--- src/logic/taic_pkg.sv ---
// constants for the trap and interrupt control block
// assumes a classic wishbone slave, 32-bit data, 16-bit registers in the low half
// Function
// - upper priority bit reads 1 exactly when priority level is above 7
// - priority level is upper bit over the three-bit status field
// - accumulator a and b overflow traps set their own flags
// - catastrophic overflow of a sets bit 12, of b bit 11
// - overflow traps for a and b need enables at bits 10 and 9
// - catastrophic overflow traps need the enable at bit 8
// - invalid accumulator shift math trap sets bit 7
// - divide by zero math trap sets bit 6
// - dma controller error trap sets bit 5
// - any math error trap sets bit 4
// - address, stack and oscillator traps set bits 3, 2 and 1
// - alternate table select at bit 15 picks the vector table
// - read-only bit 14 shows temporary interrupt disable in effect
// - polarity bit 1 means falling edge, 0 rising, per external pin
// - dma1, adc1, uart1 tx and rx requests land in bits 14 to 11
// - spi1 event, spi1 fault, timer3, timer2, compare2 land in bits 10 to 6
// - capture2, dma0, timer1 land in bits 5 to 3; bit 15 reads zero
// - sources set request flags, software clears them
// - priority field ignores software writes while nesting is disabled
package taic_pkg;
  // -------------------------------------------------------------
  // register byte offsets
  // -------------------------------------------------------------
  localparam logic [7:0] OFS_STATUS = 8'h00;
  localparam logic [7:0] OFS_CORE = 8'h04;
  localparam logic [7:0] OFS_TRAP = 8'h08;
  localparam logic [7:0] OFS_VECTOR = 8'h0c;
  localparam logic [7:0] OFS_FLAGS = 8'h10;
  // -------------------------------------------------------------
  // field positions
  // -------------------------------------------------------------
  localparam int STATUS_PRI_LSB = 5;
  localparam int CORE_PRI_UPPER = 3;
  localparam int TRAP_NEST_DIS = 15;
  localparam int TRAP_OVA = 14;
  localparam int TRAP_OVB = 13;
  localparam int TRAP_COVA = 12;
  localparam int TRAP_COVB = 11;
  localparam int TRAP_OVA_EN = 10;
  localparam int TRAP_OVB_EN = 9;
  localparam int TRAP_COV_EN = 8;
  localparam int TRAP_SHIFT = 7;
  localparam int TRAP_DIV0 = 6;
  localparam int TRAP_DMA = 5;
  localparam int TRAP_MATH = 4;
  localparam int TRAP_ADDR = 3;
  localparam int TRAP_STACK = 2;
  localparam int TRAP_OSC = 1;
  localparam int VEC_ALT = 15;
  localparam int VEC_TEMP_DISABLE_ACTIVE = 14;
  localparam int FLAG_EXT0 = 0;
  localparam int FLAG_SRC_LSB = 1;
  // -------------------------------------------------------------
  // masks and reset values
  // -------------------------------------------------------------
  localparam logic [15:0] TRAP_WMASK = 16'hfffe;
  localparam logic [15:0] VEC_WMASK = 16'h801f;
  localparam logic [15:0] FLAG_WMASK = 16'h7fff;
  localparam logic [15:0] REG_RESET = 16'h0000;
  localparam logic [2:0] PRI_LOW_MAX = 3'h7;
endpackage

--- src/logic/taic_top.sv ---
// trap and interrupt control registers with wishbone slave
// assumes sources give one-cycle pulses on the system clock; ext pins are async
//
// Our own choices: the Wishbone slave port and the placing of the registers.
`timescale 1ns/1ns
module taic_top #(
  parameter int EXT_PINS = 5
) (
  // clock and reset
  input wire logic CLK_SYS_IN,
  input wire logic RST_N_IN,
  // wishbone slave
  input wire logic WB_CYC_IN,
  input wire logic WB_STB_IN,
  input wire logic WB_WE_IN,
  input wire logic [7:0] WB_ADR_IN,
  input wire logic [3:0] WB_SEL_IN,
  input wire logic [31:0] WB_DAT_IN,
  output logic [31:0] WB_DAT_OUT,
  output logic WB_ACK_OUT,
  output logic WB_ERR_OUT,
  // trap events from the core
  input wire logic ACC_A_OVF_IN,
  input wire logic ACC_B_OVF_IN,
  input wire logic ACC_A_CATA_IN,
  input wire logic ACC_B_CATA_IN,
  input wire logic BAD_SHIFT_IN,
  input wire logic DIV_ZERO_IN,
  input wire logic DMA_FAULT_IN,
  input wire logic ADDR_FAULT_IN,
  input wire logic STACK_FAULT_IN,
  input wire logic OSC_FAULT_IN,
  input wire logic TEMP_DISABLE_IN,
  // peripheral request pulses, bit 0 lands at flag bit 1
  input wire logic [13:0] PERIPH_REQ_IN,
  // external interrupt pins
  input wire logic [EXT_PINS-1:0] EXT_INT_IN,
  // to the core
  output logic [3:0] PRIORITY_LEVEL_OUT,
  output logic NESTING_DISABLE_OUT,
  output logic ALT_TABLE_SELECT_OUT,
  output logic ARITH_TRAP_OUT,
  output logic [15:0] REQUEST_FLAGS_OUT
);
  // -------------------------------------------------------------
  // elaboration checks
  // -------------------------------------------------------------
  if (EXT_PINS != 5) begin : g_bad_pins
    $error("only five external pins fit the flag layout");
  end

  logic [2:0] pri_low_reg;
  logic pri_upper_reg;
  logic [15:0] trap_reg;
  logic [15:0] trap_next;
  logic [15:0] vec_reg;
  logic [15:0] flag_reg;
  logic [15:0] flag_next;
  logic [EXT_PINS-1:0] sync1_reg;
  logic [EXT_PINS-1:0] sync2_reg;
  logic [EXT_PINS-1:0] sync3_reg;
  logic [EXT_PINS-1:0] level_reg;
  logic [EXT_PINS-1:0] ext_hit;
  logic ack_reg;
  logic err_reg;
  logic [31:0] rdata_reg;
  logic req;
  logic wr;
  logic [15:0] wdata;
  logic [15:0] wmask;
  logic [15:0] trap_set;
  logic [15:0] flag_set;
  logic ova_trap;
  logic ovb_trap;
  logic cova_trap;
  logic covb_trap;
  logic math_trap;

  // -------------------------------------------------------------
  // bus decode
  // -------------------------------------------------------------
  function automatic logic hit(input logic [7:0] adr, input logic [7:0] ofs);
    hit = (adr[7:2] == ofs[7:2]);
  endfunction

  function automatic logic mapped(input logic [7:0] adr);
    mapped = hit(adr, taic_pkg::OFS_STATUS) | hit(adr, taic_pkg::OFS_CORE) | hit(adr, taic_pkg::OFS_TRAP) |
             hit(adr, taic_pkg::OFS_VECTOR) | hit(adr, taic_pkg::OFS_FLAGS);
  endfunction

  // new request only; ack drops the cycle after it is given
  assign req = WB_CYC_IN & WB_STB_IN & ~ack_reg & ~err_reg;
  // write lands on the edge at which the master samples ack high
  assign wr = WB_CYC_IN & WB_STB_IN & WB_WE_IN & ack_reg & mapped(WB_ADR_IN);
  assign wmask = {{8{WB_SEL_IN[1]}}, {8{WB_SEL_IN[0]}}};
  assign wdata = WB_DAT_IN[15:0];

  always_ff @(posedge CLK_SYS_IN or negedge RST_N_IN) begin
    if (!RST_N_IN) begin
      ack_reg <= 1'b0;
      err_reg <= 1'b0;
    end else begin
      ack_reg <= req & mapped(WB_ADR_IN);
      err_reg <= req & ~mapped(WB_ADR_IN);
    end
  end

  always_ff @(posedge CLK_SYS_IN or negedge RST_N_IN) begin
    if (!RST_N_IN) begin
      rdata_reg <= 32'h0000_0000;
    end else if (req & ~WB_WE_IN) begin
      rdata_reg <= 32'h0000_0000;
      if (hit(WB_ADR_IN, taic_pkg::OFS_STATUS)) begin
        rdata_reg[taic_pkg::STATUS_PRI_LSB +: 3] <= pri_low_reg;
      end else if (hit(WB_ADR_IN, taic_pkg::OFS_CORE)) begin
        rdata_reg[taic_pkg::CORE_PRI_UPPER] <= pri_upper_reg;
      end else if (hit(WB_ADR_IN, taic_pkg::OFS_TRAP)) begin
        rdata_reg[15:0] <= trap_reg;
      end else if (hit(WB_ADR_IN, taic_pkg::OFS_VECTOR)) begin
        rdata_reg[15:0] <= vec_reg;
      end else if (hit(WB_ADR_IN, taic_pkg::OFS_FLAGS)) begin
        rdata_reg[15:0] <= flag_reg;
      end
    end
  end

  assign WB_ACK_OUT = ack_reg;
  assign WB_ERR_OUT = err_reg;
  assign WB_DAT_OUT = rdata_reg;

  // -------------------------------------------------------------
  // priority level
  // -------------------------------------------------------------
  // upper bit cannot be set by software, only cleared, so traps cannot be masked
  always_ff @(posedge CLK_SYS_IN or negedge RST_N_IN) begin
    if (!RST_N_IN) begin
      pri_low_reg <= 3'h0;
    end else if (wr && hit(WB_ADR_IN, taic_pkg::OFS_STATUS) && WB_SEL_IN[0] &&
                 !trap_reg[taic_pkg::TRAP_NEST_DIS]) begin
      pri_low_reg <= wdata[taic_pkg::STATUS_PRI_LSB +: 3];
    end
  end

  // upper bit raised by any new hardware trap event, dropped by software clear-only write
  always_ff @(posedge CLK_SYS_IN or negedge RST_N_IN) begin
    if (!RST_N_IN) begin
      pri_upper_reg <= 1'b0;
    end else if (|trap_set[taic_pkg::TRAP_OVA:taic_pkg::TRAP_OSC]) begin
      pri_upper_reg <= 1'b1;
    end else if (wr && hit(WB_ADR_IN, taic_pkg::OFS_CORE) && WB_SEL_IN[0] &&
                 !wdata[taic_pkg::CORE_PRI_UPPER]) begin
      pri_upper_reg <= 1'b0;
    end
  end

  assign PRIORITY_LEVEL_OUT = {pri_upper_reg, pri_low_reg};
  assign NESTING_DISABLE_OUT = trap_reg[taic_pkg::TRAP_NEST_DIS];

  // -------------------------------------------------------------
  // trap status and control
  // -------------------------------------------------------------
  assign ova_trap = ACC_A_OVF_IN & trap_reg[taic_pkg::TRAP_OVA_EN];
  assign ovb_trap = ACC_B_OVF_IN & trap_reg[taic_pkg::TRAP_OVB_EN];
  assign cova_trap = ACC_A_CATA_IN & trap_reg[taic_pkg::TRAP_COV_EN];
  assign covb_trap = ACC_B_CATA_IN & trap_reg[taic_pkg::TRAP_COV_EN];
  assign math_trap = ova_trap | ovb_trap | cova_trap | covb_trap | BAD_SHIFT_IN | DIV_ZERO_IN;

  always_comb begin
    trap_set = 16'h0000;
    trap_set[taic_pkg::TRAP_OVA] = ova_trap;
    trap_set[taic_pkg::TRAP_OVB] = ovb_trap;
    trap_set[taic_pkg::TRAP_COVA] = cova_trap;
    trap_set[taic_pkg::TRAP_COVB] = covb_trap;
    trap_set[taic_pkg::TRAP_SHIFT] = BAD_SHIFT_IN;
    trap_set[taic_pkg::TRAP_DIV0] = DIV_ZERO_IN;
    trap_set[taic_pkg::TRAP_DMA] = DMA_FAULT_IN;
    trap_set[taic_pkg::TRAP_MATH] = math_trap;
    trap_set[taic_pkg::TRAP_ADDR] = ADDR_FAULT_IN;
    trap_set[taic_pkg::TRAP_STACK] = STACK_FAULT_IN;
    trap_set[taic_pkg::TRAP_OSC] = OSC_FAULT_IN;
  end

  always_comb begin
    trap_next = trap_reg;
    if (wr && hit(WB_ADR_IN, taic_pkg::OFS_TRAP)) begin
      trap_next = (trap_reg & ~(wmask & taic_pkg::TRAP_WMASK)) | (wdata & wmask & taic_pkg::TRAP_WMASK);
    end
    trap_next = trap_next | trap_set;
  end

  always_ff @(posedge CLK_SYS_IN or negedge RST_N_IN) begin
    if (!RST_N_IN) begin
      trap_reg <= taic_pkg::REG_RESET;
    end else begin
      trap_reg <= trap_next;
    end
  end

  assign ARITH_TRAP_OUT = trap_reg[taic_pkg::TRAP_MATH];

  // -------------------------------------------------------------
  // vector table and edge polarity
  // -------------------------------------------------------------
  always_ff @(posedge CLK_SYS_IN or negedge RST_N_IN) begin
    if (!RST_N_IN) begin
      vec_reg <= taic_pkg::REG_RESET;
    end else begin
      if (wr && hit(WB_ADR_IN, taic_pkg::OFS_VECTOR)) begin
        vec_reg <= (vec_reg & ~(wmask & taic_pkg::VEC_WMASK)) | (wdata & wmask & taic_pkg::VEC_WMASK);
      end
      vec_reg[taic_pkg::VEC_TEMP_DISABLE_ACTIVE] <= TEMP_DISABLE_IN;
    end
  end

  assign ALT_TABLE_SELECT_OUT = vec_reg[taic_pkg::VEC_ALT];

  // -------------------------------------------------------------
  // external pin edge detect
  // -------------------------------------------------------------
  // edge counts only when second and third stages agree on new level
  always_ff @(posedge CLK_SYS_IN or negedge RST_N_IN) begin
    if (!RST_N_IN) begin
      sync1_reg <= '0;
      sync2_reg <= '0;
      sync3_reg <= '0;
      level_reg <= '0;
    end else begin
      sync1_reg <= EXT_INT_IN;
      sync2_reg <= sync1_reg;
      sync3_reg <= sync2_reg;
      // agreed level only moves when both late stages match
      level_reg <= (sync2_reg & sync3_reg) | (level_reg & (sync2_reg | sync3_reg));
    end
  end

  for (genvar i = 0; i < EXT_PINS; i++) begin : g_edge
    // rising when polarity 0, falling when polarity 1
    assign ext_hit[i] = (sync2_reg[i] == sync3_reg[i]) && (sync3_reg[i] != level_reg[i]) &&
                        (sync3_reg[i] != vec_reg[i]);
  end

  // -------------------------------------------------------------
  // first request flag register
  // -------------------------------------------------------------
  // only pin 0 owns a bit here; other pins set no request flag
  always_comb begin
    flag_set = 16'h0000;
    flag_set[taic_pkg::FLAG_EXT0] = ext_hit[0];
    flag_set[taic_pkg::FLAG_SRC_LSB +: 14] = PERIPH_REQ_IN;
  end

  always_comb begin
    flag_next = flag_reg;
    if (wr && hit(WB_ADR_IN, taic_pkg::OFS_FLAGS)) begin
      flag_next = (flag_reg & ~(wmask & taic_pkg::FLAG_WMASK)) | (wdata & wmask & taic_pkg::FLAG_WMASK);
    end
    flag_next = (flag_next | flag_set) & taic_pkg::FLAG_WMASK;
  end

  always_ff @(posedge CLK_SYS_IN or negedge RST_N_IN) begin
    if (!RST_N_IN) begin
      flag_reg <= taic_pkg::REG_RESET;
    end else begin
      flag_reg <= flag_next;
    end
  end

  assign REQUEST_FLAGS_OUT = flag_reg;
endmodule

--- config.mk ---
export PLATFORM = sky130hd
export DESIGN_NAME = taic_top
export DESIGN_NICKNAME = d
export VERILOG_FILES = /design/src/logic/taic_pkg.sv /design/src/logic/taic_top.sv
export SDC_FILE = /design/constraint.sdc
export NUM_CORES = 1
export LEC_CHECK = 0
export BUFFER_PORTS_ARGS = -buffer_cell sky130_fd_sc_hd__buf_2
export CAP_MARGIN = 20
export CORE_AREA = 2 2 92 72
export DETAILED_ROUTE_END_ITERATION = 10
export DIE_AREA = 0 0 94 74
export HOLD_SLACK_MARGIN = 0.12
export PLACE_DENSITY = 0.83
export SLEW_MARGIN = 20
export SYNTH_ARGS = -nofsm -noshare
export SYNTH_HDL_FRONTEND = slang
export SYNTH_SLANG_ARGS = --single-unit
--- constraint.sdc ---
create_clock -name CLK_SYS_IN -period 2.6 [get_ports CLK_SYS_IN]
set_input_delay 0.52 -clock CLK_SYS_IN [delete_from_list [all_inputs] [get_ports CLK_SYS_IN]]
set_output_delay 0.52 -clock CLK_SYS_IN [all_outputs]
set_load 0.1 [all_outputs]
==> out/qor.csv, run 1 <==
stage;metric;value;unit
job;drv_cap;0;
clock_network;clk_transition_reported_paths;0.07;ns
yosys;synthAdderAreaFrac;0.827;%
yosys;netlist-cell-type-count;43;
yosys;async_reset_ff_share;100;%
yosys;syn_area_per_cell;10.1;µm²
critical_path;crit_fanout;16;
global_routing;antenna_found_initial;0;
floorplan;die-area;0.00696;mm²
yosys;synth_mux_area_share;8.60;%
power;peakVddDrop;0.346;mV
critical_path;critical_path_required;2.82;ns
timing;setup_tns;0;ns
yosys;synth.area.top_cells;dfrtp_1, nor2_1, a21oi_1;
layout;antennaDiodeCount;0;
timing;min_period;1.80;ns
critical_path;worstReg2RegEnd;WB_DAT_OUT[0]$_DFFE_PN0P_;
layout;drive_above_1_share;33.7;%
place;dpl.cell_count;466;
global_routing;grt_use_total;23.3;%
yosys;synth-main-ff-cell;dfrtp_1;
yosys;syn_area;0.00303;mm²
detailed_routing;routed-via-count;2613;
global_routing;grt_pass1_wl;12100;µm
critical_path;crit_chain;nand4bb_1, or2_0, buf_4, a221oi_1, nor2_1;
run_status;status;complete, no violations;
yosys;synth-simple-area-share;19.3;%
critical_path;crit_family;simple AND/OR/NAND/NOR gates;
timing;finalCritPeriodShare;69.3;%
floorplan;rows;25;
detailed_routing;antenna_left;0;
yosys;ys_warn_count;0;
floorplan;dieWidth;94;µm
critical_path;critPathCaptureType;register;
place;gp_congestion;0.841;
detailed_routing;wl_per_cell;16.0;µm
yosys;synth-seq-cells;63;
clock_network;clk_latency;0.35;ns
timing;timing.fmax;0.555;GHz
critical_path;slowest_delay;0.40;ns
critical_path;cp-start-kind;register;
yosys;synth_top_family_by_area;simple AND/OR/NAND/NOR gates;
layout;ff_latch_area;0.00158;mm²
layout;final_area;0.00372;mm²
power;fin_total_pwr;2370;µW
floorplan;core-area;0.00610;mm²
detailed_routing;viasPerCell;5.42;
timing;tightest_slew;0.694;ns
yosys;synth-seq-area-share;52.1;%
clock_network;cts_inserted_buffers;9;
global_routing;grt_max_degree;34;
timing;setup_viol;0;
power;leakagePower;0.00179;µW
power;powerDensity;638;mW/mm²
clock_network;clock_sinks;63;
timing;holdWs;0.210;ns
timing;clock_skew;0.00930;ns
clock_network;cts-htree-levels;3;
place;place_area;0.00353;mm²
detailed_routing;drc;0;
floorplan;start_util;49.6;%
layout;final_cell_mix;buf_2, dfrtp_1, nor2_1;
timing;maxSlewViolCount;0;
clock_network;root_buffer;clkbuf_8;
floorplan;die_height;74;µm
critical_path;critPathKind;register to register;
critical_path;crit_buf_inv;1;
detailed_routing;drt_iter0_markers;161;
critical_path;r2r_setup_slack;0.80;ns
critical_path;rr_startpoint;WB_ERR_OUT$_DFF_PN0_;
yosys;yosysTopAreaCellShare;52.1;%
clock_network;cts_setup_buffers;0;
global_routing;grt_overflow;0;
detailed_routing;firstDrtPassIters;5;
yosys;synth_area_leader_cell;dfrtp_1;
critical_path;crit_arrival;2.03;ns
worst_hold_path;hp-class;input port to async pin;
timing;slew_headroom;53.7;%
yosys;synth-xor-area-share;0;%
layout;multiInputGateArea;0.00131;mm²
yosys;synth_cells;299;
critical_path;critPathSlowestCell;or2_0;
place;place_hpwl;5810;µm
yosys;synth_compound_area_share;12.4;%
place;io_buffers;94;
layout;instances_no_fill;482;
clock_network;cts_tree;yes;
timing;finalHoldViolations;0;
detailed_routing;totalWireLength;7690;µm
layout;mostFrequentLayoutCell;buf_2;
clock_network;cts_hold_buffers;0;
layout;layout.nets;477;
floorplan;io_pins;136;
timing;rsz0062_at_grt;no;
clock_network;cts_resized;0;
global_routing;grt_pass1_vias;2449;
layout;area_growth;22.8;%
clock_network;cts_buffer_depth;2;
critical_path;worstRegToRegCells;5;
yosys;synth_edf_count;0;
layout;fill_cells;519;
stage by stage:
step / util, % / worst slack, ns
final: 60.9 / 0.798
after global routing: 60.9 / 0.607
after CTS: 60.9 / 0.836
after detailed placement: 57.8 / 0.519
after global placement: 57.8 / 0.561
after floorplan: - / 0.429
power by group:
part           internal [µW]  switching [µW]
Combinational           84.6             418
Clock                    464             374
Sequential              1010            17.2
worst max path at each step:
stage	from	to	slack, ns	cells past startpoint
after floorplan	WB_ACK_OUT$_DFF_PN0_	pri_low_reg[0]$_DFFE_PN0P_	0.43	5
after global placement	WB_ADR_IN[7]	trap_reg[7]$_DFF_PN0_	0.56	5
after detailed placement	WB_ADR_IN[7]	trap_reg[6]$_DFF_PN0_	0.52	5
after CTS	WB_ERR_OUT$_DFF_PN0_	WB_DAT_OUT[0]$_DFFE_PN0P_	0.84	5
after global routing	WB_ACK_OUT$_DFF_PN0_	trap_reg[6]$_DFF_PN0_	0.61	4
final	WB_ERR_OUT$_DFF_PN0_	WB_DAT_OUT[0]$_DFFE_PN0P_	0.80	5
final cells by class:
class | count | area share, %
Clock inverter | 4 | 1.21
Sequential cell | 63 | 42.4
Timing Repair Buffer | 99 | 14.0
Clock buffer | 12 | 3.91
Tap cell | 81 | 2.73
Inverter | 5 | 0.505
Multi-Input combinational cell | 218 | 35.2
cells by family after synthesis:
family,count (synthesis)
compound gates,60
fa+ha+maj,2
buf+inv,34
flops,63
mux,22
other cells,1
simple gates,117
cell usage after synthesis, drive strengths merged (3+ instances only):
| master | count |
|---|---|
| nand4 | 6 |
| inv | 5 |
| dfrtp | 63 |
| nand3 | 3 |
| a221oi | 7 |
| mux2i | 8 |
| mux2 | 14 |
| nor2b | 4 |
| buf | 22 |
| nor3 | 25 |
| a22oi | 3 |
| and2 | 3 |
| nor2 | 43 |
| clkbuf | 7 |
| o31ai | 3 |
| o21ai | 9 |
| nand2 | 25 |
| a21oi | 29 |
worst register-to-register path: stages, from the launching register on:
cell	delay (ns)
dfrtp_1	0.37
nand4bb_1	0.26
or2_0	0.40
buf_4	0.27
a221oi_1	0.29
nor2_1	0.09
layer usage:
metal  wire length [µm]  vias up  GRT usage, %
li1                   -     1224             -
met1               3240     1263          31.1
met5                  0        -             0
met3                638       13          7.40
met4                148        0          9.34
met2               3660      113          36.0
No activity file was read; power rests on OpenSTA's default activity.
==> run 2, diff against run 1 <==
CORE_AREA = 2 2 96 75   (was 2 2 92 72)
DIE_AREA = 0 0 98 77   (was 0 0 94 74)
PLACE_DENSITY = 0.77   (was 0.83)
clock period = 1.7 ns   (was 2.6 ns; I/O delays follow)
==> run 2 against run 1 <==
Against the previous run:
- maximum frequency is 16% higher
- critical path depth is 1 lower
- setup slack worse by 0.65 ns
- non-clock buffer count is 17 higher
- critical path type unchanged
==> out/qor.csv, run 2 (synthesized netlist as in run 1, its figures left out) <==
stage;metric;value;unit
power;seq_power_share;42.5;%
global_routing;use_met3;7.93;%
worst_hold_path;hp-class;input port to register;
critical_path;slowest_delay;0.48;ns
layout;mostFrequentLayoutCell;buf_2;
layout;fill_cells;596;
worst_hold_path;hold_path_depth;3;
clock_network;cts_buffer_depth;2;
critical_path;crit_chain;nand4bb_4, or2_4, a221oi_1, nor2_1;
floorplan;core-area;0.00660;mm²
critical_path;worstReg2RegEnd;WB_DAT_OUT[13]$_DFFE_PN0P_;
timing;finalHoldViolations;0;
worst_hold_path;worst_hold_path.endpoint;trap_reg[11]$_DFF_PN0_;
run_status;status;complete, no violations;
place;place_area;0.00366;mm²
critical_path;path_depth;4;
power;cell_internal_pwr;2490;µW
timing;clock_skew;0.00460;ns
clock_network;cts-htree-levels;3;
global_routing;globalRouteMet2Util;31.9;%
floorplan;start_util;45.8;%
worst_hold_path;min_from;ACC_B_CATA_IN;
place;io_buffers;94;
power;leakagePower;0.00188;µW
global_routing;grt_use_total;21.0;%
clock_network;cts_inserted_buffers;9;
clock_network;cts_setup_buffers;0;
place;place_hpwl;5850;µm
critical_path;critPathSlowestCell;dfrtp_4;
timing;holdWs;0.228;ns
power;peakVddDrop;0.632;mV
detailed_routing;wl_per_cell;15.2;µm
floorplan;die_height;77;µm
clock_network;clk_latency;0.34;ns
global_routing;use_met1;28.4;%
global_routing;grt_overflow;0;
detailed_routing;drt_iter0_markers;126;
layout;layout.nets;494;
power;share_comb_of_total_power;21.3;%
layout;ff_latch_area;0.00158;mm²
detailed_routing;totalWireLength;7640;µm
global_routing;grt_pass1_wl;12500;µm
layout;multiInputGateArea;0.00133;mm²
power;fin_total_pwr;3710;µW
power;power.net_switching;1220;µW
global_routing;grt_pass1_vias;2591;
clock_network;clock_sinks;63;
global_routing;top_usage_layer;met2;
layout;drive_above_1_share;37.1;%
critical_path;crit_buf_inv;0;
timing;setup_tns;0;ns
clock_network;clk_transition_reported_paths;0.07;ns
timing;timing.fmax;0.643;GHz
power;switching_share;32.8;%
critical_path;cp-start-kind;register;
detailed_routing;antenna_left;0;
job;drv_cap;0;
place;gp_congestion;0.808;
detailed_routing;routed-via-count;2612;
critical_path;crit_fanout;22;
timing;min_period;1.56;ns
power;powerDensity;951;mW/mm²
layout;final_area;0.00390;mm²
clock_network;root_buffer;clkbuf_8;
critical_path;r2r_setup_slack;0.14;ns
critical_path;rr_startpoint;WB_ACK_OUT$_DFF_PN0_;
global_routing;antenna_found_initial;0;
critical_path;crit_arrival;1.78;ns
floorplan;dieWidth;98;µm
detailed_routing;viasPerCell;5.20;
critical_path;worstSetupStartpoint;WB_ACK_OUT$_DFF_PN0_;
detailed_routing;firstDrtPassIters;4;
timing;setup_viol;0;
clock_network;cts_tree;yes;
timing;maxSlewViolCount;0;
layout;area_growth;29.0;%
critical_path;critical_path_required;1.92;ns
global_routing;grt_max_degree;64;
critical_path;critPathCaptureType;register;
power;clkPwrFrac;36.2;%
floorplan;rows;26;
critical_path;crit_family;simple AND/OR/NAND/NOR gates;
critical_path;worstRegToRegCells;4;
layout;final_cell_mix;buf_2, dfrtp_1, nor2_1;
floorplan;io_pins;136;
timing;rsz0062_at_grt;no;
timing;finalCritPeriodShare;91.6;%
floorplan;die-area;0.00755;mm²
layout;antennaDiodeCount;0;
critical_path;critPathKind;register to register;
detailed_routing;drc;0;
layout;final_core_util;59.1;%
run 2: cell count changes in the layout (fill, tap and decap cells not counted), sizes merged:
cell | previous run | this run
clkbuf | 12 | 13
dlygate4sd3 | 0 | 3
clkinv | 3 | 2
buf | 99 | 113
run 2: final cells by class:
cell class	count	share of cell area [%]
clock buffers	13	4.33
clock inverters	3	1.03
inverters	5	0.481
multi-input cells	218	34.1
flip-flops and latches	63	40.6
well taps	84	2.69
repair buffers	116	16.8
run 2: metrics by stage:
| step | worst slack [ns] | std cells |
|---|---|---|
| floorplan | -0.00291 | 315 |
| global placement | -0.0290 | 483 |
| detailed placement | -0.0557 | 483 |
| CTS | 0.124 | 502 |
| global route | 0.0409 | 502 |
| finish | 0.144 | 502 |
run 2: repair_timing:
item | CTS | global route
gates resized for setup | 0 | 0
hold buffers | 3 | 0
hold endpoints to repair | 65 | 0
run 2: tightest hold or removal path, delay by kind of cell:
kind	cells	cell delay, ns
buffers and inverters	1	0.09
AND/OR/NAND/NOR	2	0.10
run 2: worst max path at each step:
stage,slack (ns),end
floorplan,-0.003,WB_DAT_OUT[10]$_DFFE_PN0P_
global placement,-0.03,register
detailed placement,-0.06,register
CTS,0.12,WB_DAT_OUT[0]$_DFFE_PN0P_
global route,0.04,WB_DAT_OUT[13]$_DFFE_PN0P_
finish,0.14,WB_DAT_OUT[13]$_DFFE_PN0P_
run 2: metal layers:
| metal | vias up | share of wire (%) |
|---|---|---|
| li1 | 1262 | - |
| met1 | 1240 | 45 |
| met2 | 99 | 46 |
| met3 | 11 | 7.7 |
| met4 | 0 | 1.3 |
| met5 | - | 0 |
run 2: power by group through the flow:
stage	logic (µW)	clock network [µW]	registers, µW
after floorplan	305	0	1900
after global placement	778	0	1600
after detailed placement	784	0	1610
after CTS	791	1370	1580
after global routing	828	1440	1580
final	790	1340	1580
